===== src/fsl_regs.vh =====
// constants for the feature serial loader
`ifndef FSL_REGS_VH
`define FSL_REGS_VH
`define FSL_FEAT_W 18
`define FSL_CAL_W 17
`define FSL_CNT_W 5
`define FSL_HOLD_W 24
`define FSL_STEP_PULSES 2'h2
`define FSL_CHV_MSB 17
`define FSL_CHV_LSB 13
`define FSL_SENS_MSB 12
`define FSL_SENS_LSB 9
`define FSL_HYS_MSB 8
`define FSL_HYS_LSB 6
`define FSL_STBY_MSB 5
`define FSL_STBY_LSB 1
`define FSL_STORE_MS 10
`define FSL_CLK_KHZ 10000
`endif


===== src/fsl_sync.v =====
// two-flop synchroniser with edge detect taken from the second stage
`timescale 1ns/1ps
module fsl_sync (
  input wire clk_in,
  input wire rst_b_in,
  input wire d_in,
  output reg q_out,
  output reg rise_out,
  output reg fall_out
);
  reg meta_reg;
  always @(posedge clk_in or negedge rst_b_in) begin
    if (!rst_b_in) begin
      meta_reg <= 1'b0;
      q_out <= 1'b0;
      rise_out <= 1'b0;
      fall_out <= 1'b0;
    end else begin
      meta_reg <= d_in;
      q_out <= meta_reg;
      rise_out <= meta_reg & ~q_out;
      fall_out <= ~meta_reg & q_out;
    end
  end
endmodule


===== src/fsl_loader.v =====
// serial feature word loader with mode entry and store strobe
`timescale 1ns/1ps
`include "fsl_regs.vh"
// What this block does
// RULE1: data pin sampled on shift clock edges, word later written to memory
// RULE2: programmer holds pins low at power-up; device starts in normal mode
// RULE3: mode step rising and held high enters entry mode
// RULE4: with data high, two mode step pulses enter feature load mode
// RULE5: exactly 18 bits shifted in, one per shift clock pulse; with cal_load_in high the loader takes 17
// RULE6: store strobe high of at least 10 ms commits the word
// RULE7: changing settings needs power down and full re-entry of bits
// RULE8: calibration bits 17..13 form chamber voltage trim, 17 is msb
// RULE9: calibration bits 12..9 form sensitivity trim, 12 is msb
// RULE10: calibration bits 8..6 form hysteresis trim, 8 is msb
// RULE11: calibration fields shifted lsb first, standby field lowest
// RULE12: shift clocks outside load mode ignored; memory kept until valid store
module fsl_loader #(
  parameter FEAT_W = `FSL_FEAT_W,
  parameter CAL_W = `FSL_CAL_W,
  parameter STORE_CYC = (`FSL_STORE_MS * `FSL_CLK_KHZ)
) (
  input wire clk_in,
  input wire rst_b_in,
  input wire mode_step_pin_in,
  input wire serial_data_in,
  input wire shift_clock_in,
  input wire store_strobe_in,
  input wire cal_load_in,
  output wire normal_mode_out,
  output wire entry_mode_out,
  output wire feature_load_mode_out,
  output reg [FEAT_W-1:0] feature_word_out,
  output reg store_done_out,
  output reg [4:0] chamber_voltage_trim_out,
  output reg [3:0] four_bit_sensitivity_trim_out,
  output reg [2:0] hysteresis_trim_out,
  output reg [4:0] standby_sensitivity_trim_out
);
  localparam ST_NORMAL = 4'h1;
  localparam ST_ENTRY = 4'h2;
  localparam ST_LOAD = 4'h4;
  localparam ST_DONE = 4'h8;
  localparam HOLD_W = `FSL_HOLD_W;
  localparam CNT_W = `FSL_CNT_W;

  // the step, data, shift clock and strobe pins are asynchronous to clk_in and pass two flops first; cal_load_in is used directly
  wire step_q;
  wire step_rise;
  wire data_q;
  wire sck_rise;
  wire stb_q;

  fsl_sync u_step (
    .clk_in(clk_in),
    .rst_b_in(rst_b_in),
    .d_in(mode_step_pin_in),
    .q_out(step_q),
    .rise_out(step_rise),
    .fall_out()
  );

  fsl_sync u_data (
    .clk_in(clk_in),
    .rst_b_in(rst_b_in),
    .d_in(serial_data_in),
    .q_out(data_q),
    .rise_out(),
    .fall_out()
  );

  fsl_sync u_sck (
    .clk_in(clk_in),
    .rst_b_in(rst_b_in),
    .d_in(shift_clock_in),
    .q_out(),
    .rise_out(sck_rise),
    .fall_out()
  );

  fsl_sync u_stb (
    .clk_in(clk_in),
    .rst_b_in(rst_b_in),
    .d_in(store_strobe_in),
    .q_out(stb_q),
    .rise_out(),
    .fall_out()
  );

  reg [3:0] state_reg;
  reg [3:0] state_next;
  reg [1:0] pulse_reg;
  reg [FEAT_W-1:0] shift_reg;
  reg [CNT_W-1:0] bits_reg;
  reg [HOLD_W-1:0] hold_reg;
  reg hold_ok_reg;
  reg [CAL_W-1:0] cal_shift_reg;

  assign normal_mode_out = state_reg[0];
  assign entry_mode_out = state_reg[1];
  assign feature_load_mode_out = state_reg[2];

  wire in_load;
  wire in_entry;
  wire [CNT_W-1:0] word_len;
  wire bits_full;
  wire sck_take;
  wire hold_met;
  wire store_fire;

  assign in_load = (state_reg == ST_LOAD);
  assign in_entry = (state_reg == ST_ENTRY);
  // a calibration stream is one bit shorter than a feature word
  assign word_len = cal_load_in ? CAL_W[CNT_W-1:0] : FEAT_W[CNT_W-1:0];
  assign bits_full = (bits_reg == word_len);
  // clocks outside load mode or past the last bit are dropped
  assign sck_take = in_load && sck_rise && !bits_full; // RULE12 RULE5
  assign hold_met = (hold_reg == STORE_CYC[HOLD_W-1:0]);
  // commit on strobe fall, only after a full word and a long enough high
  assign store_fire = in_load && !stb_q && hold_ok_reg && bits_full; // RULE6

  always @* begin
    state_next = state_reg;
    case (state_reg)
      ST_NORMAL:
        if (step_rise) state_next = ST_ENTRY; // RULE3 RULE2
      ST_ENTRY:
        if (!data_q && !step_q) state_next = ST_NORMAL;
        else if (step_rise && data_q && pulse_reg == `FSL_STEP_PULSES - 2'h1)
          state_next = ST_LOAD; // RULE4
      ST_LOAD:
        if (store_done_out) state_next = ST_DONE;
      ST_DONE:
        state_next = ST_DONE; // RULE7
      default:
        state_next = ST_NORMAL;
    endcase
  end

  always @(posedge clk_in or negedge rst_b_in) begin
    if (!rst_b_in) begin
      state_reg <= ST_NORMAL; // RULE2
    end else begin
      state_reg <= state_next;
    end
  end

  always @(posedge clk_in or negedge rst_b_in) begin
    if (!rst_b_in) begin
      pulse_reg <= 2'h0;
    end else if (in_entry && step_rise && data_q) begin
      pulse_reg <= pulse_reg + 2'h1; // RULE4
    end else if (!in_entry) begin
      pulse_reg <= 2'h0;
    end
  end

  always @(posedge clk_in or negedge rst_b_in) begin
    if (!rst_b_in) begin
      bits_reg <= {CNT_W{1'b0}};
    end else if (sck_take) begin
      bits_reg <= bits_reg + {{(CNT_W-1){1'b0}}, 1'b1}; // RULE5
    end
  end

  // msb first into the bottom and shifted up, so the first bit ends at the highest index
  always @(posedge clk_in or negedge rst_b_in) begin
    if (!rst_b_in) begin
      shift_reg <= {FEAT_W{1'b0}};
    end else if (sck_take) begin
      shift_reg <= {shift_reg[FEAT_W-2:0], data_q}; // RULE1 RULE5
    end
  end

  // counter saturates so a very long strobe cannot wrap and look short
  always @(posedge clk_in or negedge rst_b_in) begin
    if (!rst_b_in) begin
      hold_reg <= {HOLD_W{1'b0}};
    end else if (in_load && stb_q) begin
      if (!hold_met) begin
        hold_reg <= hold_reg + {{(HOLD_W-1){1'b0}}, 1'b1};
      end
    end else begin
      hold_reg <= {HOLD_W{1'b0}};
    end
  end

  always @(posedge clk_in or negedge rst_b_in) begin
    if (!rst_b_in) begin
      hold_ok_reg <= 1'b0;
    end else if (in_load && stb_q) begin
      if (hold_met) begin
        hold_ok_reg <= 1'b1; // RULE6
      end
    end else begin
      hold_ok_reg <= 1'b0;
    end
  end

  always @(posedge clk_in or negedge rst_b_in) begin
    if (!rst_b_in) begin
      store_done_out <= 1'b0;
    end else begin
      store_done_out <= store_fire; // RULE6
    end
  end

  // stored word stands for the memory; only a feature store touches it
  always @(posedge clk_in or negedge rst_b_in) begin
    if (!rst_b_in) begin
      feature_word_out <= {FEAT_W{1'b0}};
    end else if (store_fire && !cal_load_in) begin
      feature_word_out <= shift_reg; // RULE1 RULE12
    end
  end

  // calibration word: lsb-first field stream shifts in from the top
  always @(posedge clk_in or negedge rst_b_in) begin
    if (!rst_b_in) begin
      cal_shift_reg <= {CAL_W{1'b0}};
      chamber_voltage_trim_out <= 5'h00;
      four_bit_sensitivity_trim_out <= 4'h0;
      hysteresis_trim_out <= 3'h0;
      standby_sensitivity_trim_out <= 5'h00;
    end else begin
      if (cal_load_in && sck_take)
        cal_shift_reg <= {data_q, cal_shift_reg[CAL_W-1:1]}; // RULE11 RULE12
      if (cal_load_in && store_done_out) begin
        chamber_voltage_trim_out <=
          cal_shift_reg[`FSL_CHV_MSB-1:`FSL_CHV_LSB-1]; // RULE8
        four_bit_sensitivity_trim_out <=
          cal_shift_reg[`FSL_SENS_MSB-1:`FSL_SENS_LSB-1]; // RULE9
        hysteresis_trim_out <=
          cal_shift_reg[`FSL_HYS_MSB-1:`FSL_HYS_LSB-1]; // RULE10
        standby_sensitivity_trim_out <=
          cal_shift_reg[`FSL_STBY_MSB-1:`FSL_STBY_LSB-1]; // RULE11
      end
    end
  end
endmodule


===== config.mk =====
export PLATFORM = sky130hd
export DESIGN_NAME = fsl_loader
export DESIGN_NICKNAME = d
export VERILOG_FILES = /design/src/fsl_sync.v /design/src/fsl_loader.v
export VERILOG_INCLUDE_DIRS = /design/src /design/src/src
export SDC_FILE = /design/constraint.sdc
export NUM_CORES = 1
export LEC_CHECK = 0
export BUFFER_PORTS_ARGS = -buffer_cell sky130_fd_sc_hd__buf_2
export CORE_MARGIN = 2
export CORE_UTILIZATION = 30
export CTS_BUF_LIST = sky130_fd_sc_hd__clkbuf_8
export DETAILED_ROUTE_END_ITERATION = 16
export GPL_ROUTABILITY_DRIVEN = 0
export PLACE_DENSITY = 0.42
export SLEW_MARGIN = 20
export SYNTH_ARGS = -nofsm -noshare
export SYNTH_HDL_FRONTEND = slang
export SYNTH_SLANG_ARGS = --single-unit

===== constraint.sdc =====
create_clock -name clk_in -period 3.2 [get_ports clk_in]
set_input_delay 0.48 -clock clk_in [delete_from_list [all_inputs] [get_ports clk_in]]
set_output_delay 0.48 -clock clk_in [all_outputs]
set_load 0.01 [all_outputs]

==> reports/metrics.cfg, run 1 <==
[outcome]
status=finished, final reports clean

[drt]
drtIter0Drc=82
vias=3003
drt-pass1-iter-count=5
ant_nets=0
via_per_inst=4.64
routed_wl_um=9440
wl_per_cell_um=14.6
drc=0

[final_layout]
drive_above_1_share=0.374
regArea_um2=2930
fin_nets=429
multi_input_area_um2=1860
largest_register_ffs=24
fillCellCount=1600
n_antenna_cell=0
final_area_um2=5760
synthToLayoutAreaGrowth_pct=18.3

[sta]
max_freq_mhz=415
grt_setup_unrepaired=no
maxSlewViolCount=0
tightest_slew_ps=1050
setup_viol=0
slew_headroom=0.302
finalClockSkew_ps=9.60
hold_viol=0
post-route-period-util=0.753
min_period_ps=2410
fin_tns_setup_ps=0

[setup_path]
crit_type=reg2reg
worstPathMaxFanout=18
rr_endpoint=feature_word_out[16]$_DFFE_PN0P_
crit_slowest_cell=a2111oi_4
worstPathRequired_ps=3510
cp_slowest_stage_delay_ps=500
cp-start-kind=flop
arrival_ps=2720
cp-end-kind=flop
r2r_slack_ps=790
cp_cell_sequence=or3b_4 -> a2111oi_4 -> nand4_4 -> mux2_4
r2r_start=bits_reg[0]$_DFFE_PN0P_
reg2reg_depth=4

[synth]
synth_seq_cells=117
syn-cell-area_um2=4870
syn_nets=371
yosys.area.top_type=dfrtp_1
synthFlopType=dfrtp_1
synth_top_family_by_area=multiplexers
synthDistinctLibCells=43
netlist.area_leader.share=0.596
synth_fa_ha_area_frac=0.0103
ys_top_cells_by_area=dfrtp_1 60%, mux2_2 14%, mux2_4 3.1%
synthXorXnorAreaFrac=0.0270
async_reset_ff_frac=1.00
synth.cells.most_frequent=116 x dfrtp_1, 61 x mux2_2, 18 x nor2_1, 15 x a21oi_1, 13 x nand2_1
syn_inst=360
synth_compound_area_frac=0.0493
synth-simple-area-share=0.123
ys.warnings.count=0
synth.avg_cell_area_um2=13.5
synth.most_common_cell=dfrtp_1
synthMuxAreaShare=0.172
synth_edf_count=0
ys_seq_area_frac=0.601

[die]
fp-row-count=46
ios=46
die_y_um=131
fp.coreArea_um2=15900
fp.dieArea_um2=17300
die_x_um=131
initial_core_util=0.307

[clock_tree]
holdBufCountCts=0
clkSlewWorstSetupHoldPaths_ps=70
htree_levels=4
clk_path_buf_depth=2
cts_sinks=117
post_cts_buffers=0
insertion_delay_ps=430
ctsRootBufferMaster=clkbuf_8
cts_tree=done
cts_resized=0
numCtsBuffers=17

[global_routing]
overflow=0
grt_pass1_vias=3133
grt_use_total=0.121
antenna_found_initial=0
grt_pass1_wl_um=16500
grt_max_degree=49

[power_and_ir_drop]
worst_ir_drop_vdd_mv=0.241
p_int_uw=2250
finalPower_uw=2910
power_switching_share=0.226
clkPwrFrac=0.467
comb_power_share=0.017
power.density_nw_per_um2=504
switching_power_uw=656
pwr-share-seq=0.516
leakage_uw=0.00274

[place]
hpwl_um=6130
post_dp_cell_area_um2=5360
portBuffers=45

[run]
cap_violations=0

[min_path]
hold_path_class=in2async

-- cells in the final DEF, fill, tap and decap left out, types with 2 or more instances in the layout --
cell / netlist / final
dfrtp_1: 116 / 116
mux2_2: 61 / 61
buf_2: 2 / 44
clkbuf_8: 0 / 20
nor2_1: 18 / 17
a21oi_1: 15 / 15
nand2_1: 13 / 13
xor2_1: 12 / 12
nand4_1: 11 / 11
mux2_4: 10 / 10
nand3_1: 10 / 10
or4_1: 10 / 10
o31ai_1: 9 / 9
inv_1: 7 / 7
buf_4: 1 / 7
and2_1: 5 / 5
nor3_1: 4 / 4
and3_1: 4 / 4
and4_1: 4 / 4
nand2b_1: 4 / 4
ha_1: 4 / 4
clkinv_2: 0 / 4
xnor2_1: 3 / 3
o21ai_0: 3 / 3
nor4_1: 3 / 3
clkinvlp_4: 0 / 3
clkinv_4: 0 / 3
nand3b_1: 2 / 2
nor2b_1: 2 / 2
or3_1: 2 / 2
o211ai_1: 2 / 2
bufinv_16: 0 / 2
-- power by group through the flow --
stage | registers [uW] | logic [uW] | clock network [uW]
after CTS | 1500 | 53.4 | 1410
after floorplan | 1530 | 8.94 | 0
after global placement | 1530 | 52.6 | 0
after global routing | 1500 | 59.2 | 1480
after detailed placement | 1530 | 53.4 | 0
final | 1500 | 49.6 | 1360
-- worst max path at each step --
stage                                        to  slack, ps                     start  depth (start not counted)
2_1_floorplan     cal_shift_reg[10]$_DFFE_PN0P_       1030  state_reg[1]$_DFFE_PN0P_                          5
3_3_place_gp   feature_word_out[12]$_DFFE_PN0P_        660               cal_load_in                          5
3_5_place_dp   feature_word_out[12]$_DFFE_PN0P_        610               cal_load_in                          5
4_1_cts        feature_word_out[16]$_DFFE_PN0P_        750   bits_reg[0]$_DFFE_PN0P_                          4
5_1_grt        feature_word_out[16]$_DFFE_PN0P_        680   bits_reg[0]$_DFFE_PN0P_                          4
6_report       feature_word_out[16]$_DFFE_PN0P_        790   bits_reg[0]$_DFFE_PN0P_                          4
-- worst max-delay path: cells and delay by family (launching register included) --
family,cells,cell delay (ps)
AO/OA/AOI/OAI,1,500
flip-flops,1,440
AND/OR/NAND/NOR,2,910
multiplexers,1,440
-- final cells by class --
cell class,count,area share
Clock buffer,20,0.0478
Clock inverter,12,0.0224
Inverter,7,0.00456
Multi-Input combinational cell,224,0.323
Sequential cell,117,0.508
Tap cell,216,0.0469
Timing Repair Buffer,51,0.0473
-- per-layer routing --
| metal | vias to the layer above | wire (um) | global-route usage |
|---|---|---|---|
| met3 | 8 | 492 | 0.0498 |
| met4 | 0 | 129 | 0.0465 |
| li1 | 1436 | - | - |
| met2 | 56 | 4060 | 0.165 |
| met5 | - | 0 | 0 |
| met1 | 1503 | 4750 | 0.169 |
-- through the flow --
stage / instances / utilization / worst slack (ps) / hold WS (ps)
detailed placement: 615 / 0.337 / 611 / 336
finish: 647 / 0.363 / 792 / 65.3
floorplan: 360 / - / 1030 / 184
global placement: 615 / 0.337 / 659 / 334
CTS: 647 / 0.363 / 749 / 73.9
global route: 647 / 0.363 / 680 / 95.6
-- kinds of logic (layout without fill, tap and decap cells) --
family / after synthesis / after routing
AOI/OAI and AO/OA: 35 / 35
xor gates and xnor gates: 15 / 15
adders and majority gates: 4 / 4
buffers and inverters: 19 / 90
DFF: 117 / 117
muxes: 71 / 71
and+or+nand+nor: 99 / 99
No activity file was read; power rests on OpenSTA's default activity.
==> run 2: changes to the inputs <==
==> constraint.sdc (replaced) <==
create_clock -name clk_in -period 2.5 [get_ports clk_in]
set_input_delay 0.375 -clock clk_in [delete_from_list [all_inputs] [get_ports clk_in]]
set_output_delay 0.375 -clock clk_in [all_outputs]
set_load 0.01 [all_outputs]
==> reports/metrics.cfg, run 2 (synthesis results as in run 1) <==
[outcome]
status=finished, final reports clean

[sta]
min_period_ps=2300  ; -112 ps
max_freq_mhz=436  ; +4.9%
fin_tns_setup_ps=0  ; unchanged
maxSlewViolCount=0  ; unchanged
tightest_slew_ps=979  ; -66.6 ps
worst_slack_ps=204  ; -588 ps
slew_headroom=0.346  ; +0.0445
hold_viol=0  ; unchanged
setup_viol=0  ; unchanged
post-route-period-util=0.918  ; +0.166
grt_setup_unrepaired=no
finalClockSkew_ps=11.2  ; +1.59 ps

[clock_tree]
ctsRootBufferMaster=clkbuf_8
cts_sinks=117  ; unchanged
clk_path_buf_depth=2  ; unchanged
cts_tree=done
htree_levels=4  ; unchanged
post_cts_buffers=0  ; unchanged
numCtsBuffers=17  ; unchanged
holdBufCountCts=1  ; +1
clkSlewWorstSetupHoldPaths_ps=70  ; about the same
insertion_delay_ps=430  ; about the same
cts_resized=0  ; unchanged

[die]
fp-row-count=46  ; unchanged
initial_core_util=0.307  ; unchanged
die_y_um=131  ; unchanged
die_x_um=131  ; unchanged
fp.dieArea_um2=17300  ; unchanged
ios=46  ; unchanged
fp.coreArea_um2=15900  ; unchanged

[setup_path]
cp-start-kind=flop
worstPathMaxFanout=20  ; +2
worstPathRequired_ps=2810  ; -700 ps
crit_type=reg2reg
arrival_ps=2610  ; -110 ps
cp-end-kind=flop

[global_routing]
grt_pass1_vias=3027  ; -3.4%
grt_use_total=0.120  ; -0.000894
grt_max_degree=64  ; +31%
overflow=0  ; unchanged
antenna_found_initial=0  ; unchanged
grt_pass1_wl_um=16300  ; -1.1%

[place]
dpl.cell_count=616  ; +0.16%
hpwl_um=6250  ; +1.9%
post-place-ws_ps=184  ; -427 ps
post_dp_cell_area_um2=5380  ; +0.37%
portBuffers=45  ; unchanged

[power_and_ir_drop]
leakage_uw=0.00274  ; +0.23%
pwr-share-seq=0.518  ; +0.002
worst_ir_drop_vdd_mv=0.285  ; +19%
p_int_uw=2850  ; +27%
power_switching_share=0.229  ; +0.00323
power.density_nw_per_um2=640  ; +27%
comb_power_share=0.018  ; about the same
switching_power_uw=848  ; +29%
clkPwrFrac=0.464  ; -0.003

[drt]
drc=0  ; unchanged
vias=3019  ; +0.53%
drtIter0Drc=205  ; +150%
wl_per_cell_um=14.7  ; +0.68%
via_per_inst=4.65  ; +0.22%
routed_wl_um=9530  ; +1.0%
ant_nets=0  ; unchanged
drt-pass1-iter-count=4  ; -1

[run]
cap_violations=0  ; unchanged

[final_layout]
n_antenna_cell=0  ; unchanged
final_cell_mix=116 x dfrtp_1, 61 x mux2_2, 44 x buf_2
fin_cells=649  ; +0.31%
largest_register_ffs=24  ; unchanged
fin_nets=431  ; +0.47%
final_common_cell=dfrtp_1
final_area_um2=5780  ; +0.35%
drive_above_1_share=0.370  ; -0.00403
synthToLayoutAreaGrowth_pct=18.7

[min_path]
hold_path_class=in2reg

==> run 2: through the flow <==
stage                     hold slack (ps)  total power (uW)  utilization
after global routing                 13.1              3860        0.364
final                                45.8              3700        0.364
after CTS                            12.2              3770        0.364
after global placement                336              2020        0.339
after floorplan                      79.4              1960            -
after detailed placement              339              2020        0.339
==> run 2: power by group through the flow <==
stage / clock, uW / combinational, uW / sequential [uW]
after floorplan: 0 / 11.4 / 1950
after global placement: 0 / 69.2 / 1950
after detailed placement: 0 / 69.9 / 1950
after CTS: 1790 / 71.7 / 1920
after global routing: 1860 / 79.7 / 1920
final: 1720 / 67.0 / 1920
==> run 2: worst max-delay path, stage by stage (launching register included) <==
cell and delay, ps:
dfrtp_1 460, nor4b_4 390, nand2_1 150, nor2_2 760, mux2_2 420
==> run 2: area by class of cell <==
class / instances / area, um2
Clock buffer: 19 / 262
Clock inverter: 13 / 133
Fill cell: 1593 / 10100
Inverter: 7 / 26.3
Multi-Input combinational cell: 224 / 1860
Sequential cell: 117 / 2930
Tap cell: 216 / 270
Timing Repair Buffer: 53 / 303
==> run 2: worst paths after layout <==
path	startpoint	end	slack [ps]	cells after the start
worst max register to register	state_reg[3]$_DFFE_PN0P_	shift_reg[0]$_DFFE_PN0P_	200	4
max in group asynchronous	rst_b_in	feature_word_out[4]$_DFFE_PN0P_	1380	3
min in group asynchronous	rst_b_in	u_step.q_out$_DFF_PN0_	430	2
worst max-delay path	state_reg[3]$_DFFE_PN0P_	shift_reg[0]$_DFFE_PN0P_	200	4
worst min-delay path	serial_data_in	u_data.meta_reg$_DFF_PN0_	50	1
worst min register to register	u_stb.meta_reg$_DFF_PN0_	u_stb.q_out$_DFF_PN0_	350	0
==> run 2: routing by layer <==
metal,up-vias,share of wire,track usage
met5,-,0,0
met3,11,0.035,0.0378
li1,1433,-,-
met1,1524,0.51,0.168
met2,51,0.43,0.170
met4,0,0.018,0.0525
